$ cat src/logic/scp_pkg.sv
/*
  Constants and carrier types for the sensor parameter bank.
  Assumes a command engine on the same clock issues parameter read and write strobes.
*/
// Function
// - Bus address held, applied on address command
// - List bit 6 enables auxiliary channel
// - List bit 5 enables ambient infrared
// - List bit 4 enables ambient visible
// - List bits 2:0 enable proximity, reset zero
// - Bits 6:4 select drivers for proximity two
// - Bits 2:0 select drivers for proximity one
// - Second select bits 2:0 for proximity three
// - Proximity align bits pick low or high
// - Ambient align bits pick low or high
// - Parameters reached only through commands
package scp_pkg;

  // ==========================================================================
  // Parameter offsets
  localparam logic [7:0] OFS_BUS_ADDR   = 8'h00;
  localparam logic [7:0] OFS_CHAN_LIST  = 8'h01;
  localparam logic [7:0] OFS_LED_ONE_TWO = 8'h02;
  localparam logic [7:0] OFS_LED_THREE  = 8'h03;
  localparam logic [7:0] OFS_PROX_ALIGN = 8'h05;
  localparam logic [7:0] OFS_AMB_ALIGN  = 8'h06;

  // ==========================================================================
  // Reset values and writable-bit masks
  localparam logic [7:0] RST_BUS_ADDR   = 8'h00;
  localparam logic [7:0] RST_CHAN_LIST  = 8'h00;
  localparam logic [7:0] RST_LED_ONE_TWO = 8'h21;
  localparam logic [7:0] RST_LED_THREE  = 8'h04;
  localparam logic [7:0] RST_PROX_ALIGN = 8'h00;
  localparam logic [7:0] RST_AMB_ALIGN  = 8'h00;
  localparam logic [7:0] MSK_BUS_ADDR   = 8'hff;
  localparam logic [7:0] MSK_CHAN_LIST  = 8'h77;
  localparam logic [7:0] MSK_LED_ONE_TWO = 8'h77;
  localparam logic [7:0] MSK_LED_THREE  = 8'h07;
  localparam logic [7:0] MSK_PROX_ALIGN = 8'h70;
  localparam logic [7:0] MSK_AMB_ALIGN  = 8'h30;

  // ==========================================================================
  // Field positions
  localparam int POS_PROX_ONE_EN  = 0;
  localparam int POS_PROX_TWO_EN  = 1;
  localparam int POS_PROX_THREE_EN = 2;
  localparam int POS_AMB_VIS_EN   = 4;
  localparam int POS_AMB_IR_EN    = 5;
  localparam int POS_AUX_EN       = 6;
  localparam int POS_MASK_LO      = 0;
  localparam int POS_MASK_HI      = 4;
  localparam int POS_PROX_ONE_AL  = 4;
  localparam int POS_PROX_TWO_AL  = 5;
  localparam int POS_PROX_THREE_AL = 6;
  localparam int POS_AMB_VIS_AL   = 4;
  localparam int POS_AMB_IR_AL    = 5;

  // ==========================================================================
  // Decoded configuration carried to the measurement sequencer
  typedef struct packed {
    logic       aux_enable;
    logic       ambient_infrared_enable;
    logic       ambient_visible_enable;
    logic       prox_three_enable;
    logic       prox_two_enable;
    logic       prox_one_enable;
    logic [2:0] prox_one_driver_mask;
    logic [2:0] prox_two_driver_mask;
    logic [2:0] prox_three_driver_mask;
    logic       prox_one_low_align;
    logic       prox_two_low_align;
    logic       prox_three_low_align;
    logic       ambient_visible_low_align;
    logic       ambient_infrared_low_align;
  } scp_cfg_t;

endpackage

$ cat src/logic/scp_param_bank.sv
/*
  Parameter bank: six byte-wide parameters reached only through read and write commands.
  Assumes the command engine runs on the same clock and presents one-cycle command strobes.
*/
`timescale 1ns/1ps
module scp_param_bank (
  // Clock and reset
  input  wire logic            clock,
  input  wire logic            resetn,
  // Parameter commands
  input  wire logic            parameter_write_cmd,
  input  wire logic            parameter_read_cmd,
  input  wire logic            apply_bus_address_cmd,
  input  wire logic [7:0]      param_offset,
  input  wire logic [7:0]      param_wdata,
  output logic      [7:0]      param_rdata,
  output logic                 param_rvalid,
  // Configuration out
  output logic      [7:0]      active_bus_address,
  output scp_pkg::scp_cfg_t    cfg
);

  // ==========================================================================
  // Storage
  logic [7:0] bus_address_param_q, bus_address_param_d;
  logic [7:0] channel_enable_list_q, channel_enable_list_d;
  logic [7:0] led_select_prox_one_two_q, led_select_prox_one_two_d;
  logic [7:0] led_select_prox_three_q, led_select_prox_three_d;
  logic [7:0] prox_result_alignment_q, prox_result_alignment_d;
  logic [7:0] ambient_result_alignment_q, ambient_result_alignment_d;
  logic [7:0] active_addr_q, active_addr_d;
  logic [7:0] rdata_q, rdata_d;
  logic       rvalid_q, rvalid_d;
  scp_pkg::scp_cfg_t cfg_q, cfg_d;
  logic [7:0] wr_mask;

  // Only the commands reach the storage; there is no direct address path.
  always_comb begin
    bus_address_param_d        = bus_address_param_q;
    channel_enable_list_d      = channel_enable_list_q;
    led_select_prox_one_two_d  = led_select_prox_one_two_q;
    led_select_prox_three_d    = led_select_prox_three_q;
    prox_result_alignment_d    = prox_result_alignment_q;
    ambient_result_alignment_d = ambient_result_alignment_q;
    wr_mask                    = 8'h00;
    unique case (param_offset)
      scp_pkg::OFS_BUS_ADDR:    wr_mask = scp_pkg::MSK_BUS_ADDR;
      scp_pkg::OFS_CHAN_LIST:   wr_mask = scp_pkg::MSK_CHAN_LIST;
      scp_pkg::OFS_LED_ONE_TWO: wr_mask = scp_pkg::MSK_LED_ONE_TWO;
      scp_pkg::OFS_LED_THREE:   wr_mask = scp_pkg::MSK_LED_THREE;
      scp_pkg::OFS_PROX_ALIGN:  wr_mask = scp_pkg::MSK_PROX_ALIGN;
      scp_pkg::OFS_AMB_ALIGN:   wr_mask = scp_pkg::MSK_AMB_ALIGN;
      default:                  wr_mask = 8'h00;
    endcase
    if (parameter_write_cmd) begin
      unique case (param_offset)
        scp_pkg::OFS_BUS_ADDR:    bus_address_param_d = param_wdata & wr_mask;
        scp_pkg::OFS_CHAN_LIST:   channel_enable_list_d = param_wdata & wr_mask;
        scp_pkg::OFS_LED_ONE_TWO: led_select_prox_one_two_d = param_wdata & wr_mask;
        scp_pkg::OFS_LED_THREE:   led_select_prox_three_d = param_wdata & wr_mask;
        scp_pkg::OFS_PROX_ALIGN:  prox_result_alignment_d = param_wdata & wr_mask;
        scp_pkg::OFS_AMB_ALIGN:   ambient_result_alignment_d = param_wdata & wr_mask;
        default: ;
      endcase
    end
  end

  // The address becomes live only on the apply command, so a half-written
  // address never strands the host mid-transaction.
  always_comb begin
    active_addr_d = apply_bus_address_cmd ? bus_address_param_q : active_addr_q;
  end

  // Read answer one cycle after the query; unmapped offsets answer zero.
  always_comb begin
    rvalid_d = parameter_read_cmd;
    rdata_d  = rdata_q;
    if (parameter_read_cmd) begin
      unique case (param_offset)
        scp_pkg::OFS_BUS_ADDR:    rdata_d = bus_address_param_q;
        scp_pkg::OFS_CHAN_LIST:   rdata_d = channel_enable_list_q;
        scp_pkg::OFS_LED_ONE_TWO: rdata_d = led_select_prox_one_two_q;
        scp_pkg::OFS_LED_THREE:   rdata_d = led_select_prox_three_q;
        scp_pkg::OFS_PROX_ALIGN:  rdata_d = prox_result_alignment_q;
        scp_pkg::OFS_AMB_ALIGN:   rdata_d = ambient_result_alignment_q;
        default:                  rdata_d = 8'h00;
      endcase
    end
  end

  // Decode fields from the next values so cfg tracks the stored bytes in the same edge.
  always_comb begin
    cfg_d.aux_enable                 = channel_enable_list_d[scp_pkg::POS_AUX_EN];
    cfg_d.ambient_infrared_enable    = channel_enable_list_d[scp_pkg::POS_AMB_IR_EN];
    cfg_d.ambient_visible_enable     = channel_enable_list_d[scp_pkg::POS_AMB_VIS_EN];
    cfg_d.prox_three_enable          = channel_enable_list_d[scp_pkg::POS_PROX_THREE_EN];
    cfg_d.prox_two_enable            = channel_enable_list_d[scp_pkg::POS_PROX_TWO_EN];
    cfg_d.prox_one_enable            = channel_enable_list_d[scp_pkg::POS_PROX_ONE_EN];
    cfg_d.prox_one_driver_mask       = led_select_prox_one_two_d[scp_pkg::POS_MASK_LO +: 3];
    cfg_d.prox_two_driver_mask       = led_select_prox_one_two_d[scp_pkg::POS_MASK_HI +: 3];
    cfg_d.prox_three_driver_mask     = led_select_prox_three_d[scp_pkg::POS_MASK_LO +: 3];
    cfg_d.prox_one_low_align         = prox_result_alignment_d[scp_pkg::POS_PROX_ONE_AL];
    cfg_d.prox_two_low_align         = prox_result_alignment_d[scp_pkg::POS_PROX_TWO_AL];
    cfg_d.prox_three_low_align       = prox_result_alignment_d[scp_pkg::POS_PROX_THREE_AL];
    cfg_d.ambient_visible_low_align  = ambient_result_alignment_d[scp_pkg::POS_AMB_VIS_AL];
    cfg_d.ambient_infrared_low_align = ambient_result_alignment_d[scp_pkg::POS_AMB_IR_AL];
  end

  always_ff @(posedge clock or negedge resetn) begin
    if (!resetn) begin
      bus_address_param_q        <= scp_pkg::RST_BUS_ADDR;
      channel_enable_list_q      <= scp_pkg::RST_CHAN_LIST;
      led_select_prox_one_two_q  <= scp_pkg::RST_LED_ONE_TWO;
      led_select_prox_three_q    <= scp_pkg::RST_LED_THREE;
      prox_result_alignment_q    <= scp_pkg::RST_PROX_ALIGN;
      ambient_result_alignment_q <= scp_pkg::RST_AMB_ALIGN;
      active_addr_q              <= scp_pkg::RST_BUS_ADDR;
      rdata_q                    <= 8'h00;
      rvalid_q                   <= 1'b0;
      cfg_q                      <= '{default: 1'b0,
                                      prox_one_driver_mask:   scp_pkg::RST_LED_ONE_TWO[2:0],
                                      prox_two_driver_mask:   scp_pkg::RST_LED_ONE_TWO[6:4],
                                      prox_three_driver_mask: scp_pkg::RST_LED_THREE[2:0]};
    end else begin
      bus_address_param_q        <= bus_address_param_d;
      channel_enable_list_q      <= channel_enable_list_d;
      led_select_prox_one_two_q  <= led_select_prox_one_two_d;
      led_select_prox_three_q    <= led_select_prox_three_d;
      prox_result_alignment_q    <= prox_result_alignment_d;
      ambient_result_alignment_q <= ambient_result_alignment_d;
      active_addr_q              <= active_addr_d;
      rdata_q                    <= rdata_d;
      rvalid_q                   <= rvalid_d;
      cfg_q                      <= cfg_d;
    end
  end

  assign param_rdata        = rdata_q;
  assign param_rvalid       = rvalid_q;
  assign active_bus_address = active_addr_q;
  assign cfg                = cfg_q;

  // ==========================================================================
  // Checks on commands and stored bytes
  // The mapped-offset decode is kept apart from the write mask, so a wrong mask
  // entry cannot hide itself from the checks below.
  logic offset_mapped;
  assign offset_mapped = param_offset inside {scp_pkg::OFS_BUS_ADDR, scp_pkg::OFS_CHAN_LIST,
                                              scp_pkg::OFS_LED_ONE_TWO, scp_pkg::OFS_LED_THREE,
                                              scp_pkg::OFS_PROX_ALIGN, scp_pkg::OFS_AMB_ALIGN};
endmodule // scp_param_bank

$ cat config.mk
export PLATFORM = sky130hd
export DESIGN_NAME = scp_param_bank
export DESIGN_NICKNAME = d
export VERILOG_FILES = /design/src/logic/scp_pkg.sv /design/src/logic/scp_param_bank.sv
export SDC_FILE = /design/constraint.sdc
export NUM_CORES = 1
export LEC_CHECK = 0
export BUFFER_PORTS_ARGS = -buffer_cell sky130_fd_sc_hd__buf_2
export CAP_MARGIN = 15
export CELL_PAD_IN_SITES_DETAIL_PLACEMENT = 1
export CELL_PAD_IN_SITES_GLOBAL_PLACEMENT = 1
export CORE_MARGIN = 5
export CORE_UTILIZATION = 40
export CTS_CLUSTER_SIZE = 30
export DETAILED_ROUTE_END_ITERATION = 10
export PLACE_DENSITY = 0.82
export SLEW_MARGIN = 25
export SYNTH_ARGS = -nofsm -noshare
export SYNTH_HDL_FRONTEND = slang
export SYNTH_SLANG_ARGS = --single-unit
$ cat constraint.sdc
create_clock -name clock -period 1.42 [get_ports clock]
set_input_delay 0.213 -clock clock [delete_from_list [all_inputs] [get_ports clock]]
set_output_delay 0.213 -clock clock [all_outputs]
set_load 0.005 [all_outputs]
==> out/results.ini <==
[status]
status=complete, but fails checks
violations=negative setup slack

[floorplanning]
die_area_um2=9250
die_x_um=96.2
die_h_um=96.2
initial_utilization_pct=41.0
core_um2=7250
num_io_pins=58
fp-row-count=31

[pwr]
power.total_mw=3.65
leakage_nw=1.93
ir_drop_v=0.000505
power_frac_seq_pct=51.2
cellPowerDensity_nw_per_um2=974
power.switching_mw=0.834
netSwitchingFraction_pct=22.9
clkPwrFrac_pct=42.4
power_frac_comb_pct=6.4
intPower_mw=2.81

[detailed_routing]
dr.pass1.iters=5
routed_wl_um=8400
drt-wirelength-per-cell_um=20.8
vias=2147
drc=0
viasPerCell=5.33
ant_nets=0
initialDrtViolationCount=73

[finish]
final_nets=320
drive_gt1_share_pct=53.9
areaGrowthSynthToFinish_pct=26.1
antenna_cells=0

[synth]
syn-num-nets=256
ys_warn_count=0
synth_area_leaders=dfrtp_1 52%, mux2_2 14%, buf_4 5.3%
synth_cell_types=37
ys_ff_latch=65
synth_most_common_cell=dfrtp_1
synth_fa_ha_area_share_pct=0
synthArstFlopShare_pct=100
muxShareOfSynthArea_pct=18.7
synth_edf_count=0
synth_xor_area_share_pct=0
ys_top_cells_by_count=62 x dfrtp_1, 38 x mux2_2, 21 x buf_4
synth_top_area_cell=dfrtp_1
postSynthAreaPerCell_um2=12.6
seq_area_frac_synth_pct=54.9
yosys.area_share.simple_pct=12.3
syn_area_um2=2970
synth_compound_gate_area_share_pct=6.19
synth_ff_type=dfrtp_1
synth_top_family_by_area=multiplexers
synth_cells=235
netlist.area_leader.share_pct=52.2

[clock_tree]
clock_path_buffers=2
insertion_delay_ps=340
clock_sinks=65
ctsHtreeMaxLevel=3
clk_pin_slew_worst_paths_ps=70
numCtsBuffers=9
cts-root-buf=clkbuf_8
cts_tree=built

[global_route]
grt_antenna_before_repair=0
gr-usage-all-layers_pct=18.8
grt_max_degree=66
overflow=0
grt_pass1_vias=2428
grt_pass1_wl_um=12800

[sta]
period_share_pct=113
finalWorstSetupSlack_ps=-181
min_period_ps=1600
finalMaxSlewViolations=0
fin_worst_skew_ps=10.2
worstMarginPinSlew_ps=451
grt_setup_unrepaired=yes
setup_viol_count_final=48
whs_ps=99.1
max_freq_mhz=625
max-slew-margin-rel_pct=69.9
hold_viol=0

[setup_path]
critPathLaunchType=primary input
r2r-start=bus_address_param_q[3]$_DFFE_PN0P_
end_kind=register
worstSetupPathType=in -> reg
cp_max_fo=8
setup.worst_path.start=param_offset[3]
required_ps=1640
cp.arrival_ps=1820

[run]
drv_cap=0

[place]
hpwl_um=6000
routabilityCongestion=0.866
numPortBuffers=57

[hold_path]
worstHoldStart=param_wdata[3]
hold_class=in -> reg

[cell usage in the layout (no fill, tap or decap), types with 2 or more instances in the layout]
master     n
nor2b_4    3
a221oi_1   3
clkbuf_1   3
nand3_1    2
clkbuf_8  10
nor2_1     5
and3_1     4
dfstp_2    3
o32ai_2    3
mux2_2    34
o22ai_1    2
o21ai_0    7
inv_1      8
nor2b_1   15
a21oi_1    2
mux4_2     3
and2_4     5
nand3_4    2
buf_6      3
dfrtp_1   62
o211ai_1   2
mux2i_1    6
buf_2     56
and2_1     4
buf_4     23
buf_12     2
nand3b_1   3
mux2_4     4
a22o_1     2
[sequential cells by signal, summed over array words and instances (netlist names)]
register                    cells
led_select_prox_three_q         8
channel_enable_list_q           8
param_rdata                     8
led_select_prox_one_two_q       4
active_bus_address              8
ambient_result_alignment_q      8
bus_address_param_q             8
prox_result_alignment_q         8
cfg                             4
param_rvalid                    1
[worst max-delay path, cell delays in order]
cell and delay (ps):
buf_6 90, or4_4 560, nor3_4 300, buf_6 180, nand3_4 140, mux2_4 340
[what timing repair did]
item                       4_1_cts  5_1_grt
setup endpoints to repair       47       52
gates resized for setup         17       17
hold endpoints to repair        62        0
hold buffers                     1        0
pin swaps                        2        3
buffers inserted                 1        2
[power groups by stage]
stage / registers [mW] / logic (mW) / clock network [mW]
2_1_floorplan: 1.90 / 0.0809 / 0
3_3_place_gp: 1.90 / 0.207 / 0
3_5_place_dp: 1.90 / 0.216 / 0
4_1_cts: 1.87 / 0.226 / 1.56
5_1_grt: 1.87 / 0.255 / 1.65
6_report: 1.87 / 0.234 / 1.55
[cells by family (layout without fill, tap and decap cells)]
kind of cell / Yosys count / after routing
buf+inv: 41 / 110
mux: 47 / 47
compound gates: 26 / 26
simple gates: 56 / 56
flops: 65 / 65
[final cells by class]
class,count,area (um2)
inverter,8,30.0
timing repair buffer,86,552
sequential,65,1630
fill,784,3510
clock inverter,3,42.5
multi-input combinational,129,1220
clock buffer,13,149
tap,99,124
[final timing paths]
path | endpoint | slack (ps) | depth (start not counted)
setup / recovery | channel_enable_list_q[1]$_DFFE_PN0P_ | -180 | 6
hold / removal | bus_address_param_q[3]$_DFFE_PN0P_ | 100 | 2
setup reg to reg | param_rdata[3]$_DFFE_PN0P_ | 100 | 3
hold reg to reg | led_select_prox_one_two_q[7]$_DFFE_PN0P_ | 500 | 1
max in group asynchronous | cfg[11]$_DFFE_PN1P_ | 670 | 3
min in group asynchronous | led_select_prox_three_q[4]$_DFFE_PN0P_ | 420 | 3
[layer usage]
| layer | global-route usage (%) | part of all wire (%) | vias to the layer above |
|---|---|---|---|
| li1 | - | - | 938 |
| met1 | 23.5 | 41 | 1104 |
| met2 | 30.9 | 50 | 82 |
| met3 | 3.44 | 5.7 | 23 |
| met4 | 9.60 | 2.7 | 0 |
| met5 | 0 | 0 | - |
[stage by stage]
stage	area, um2	setup TNS [ps]	cells	util [%]	setup slack, ps
floorplan	2980	-7960	235	-	-354
global placement	3390	-20010	383	46.7	-472
detailed placement	3390	-23890	383	46.7	-580
CTS	3660	-3840	401	50.5	-174
global route	3750	-5680	403	51.6	-204
finish	3750	-4170	403	51.6	-181
(Power assumes the default switching activity.)
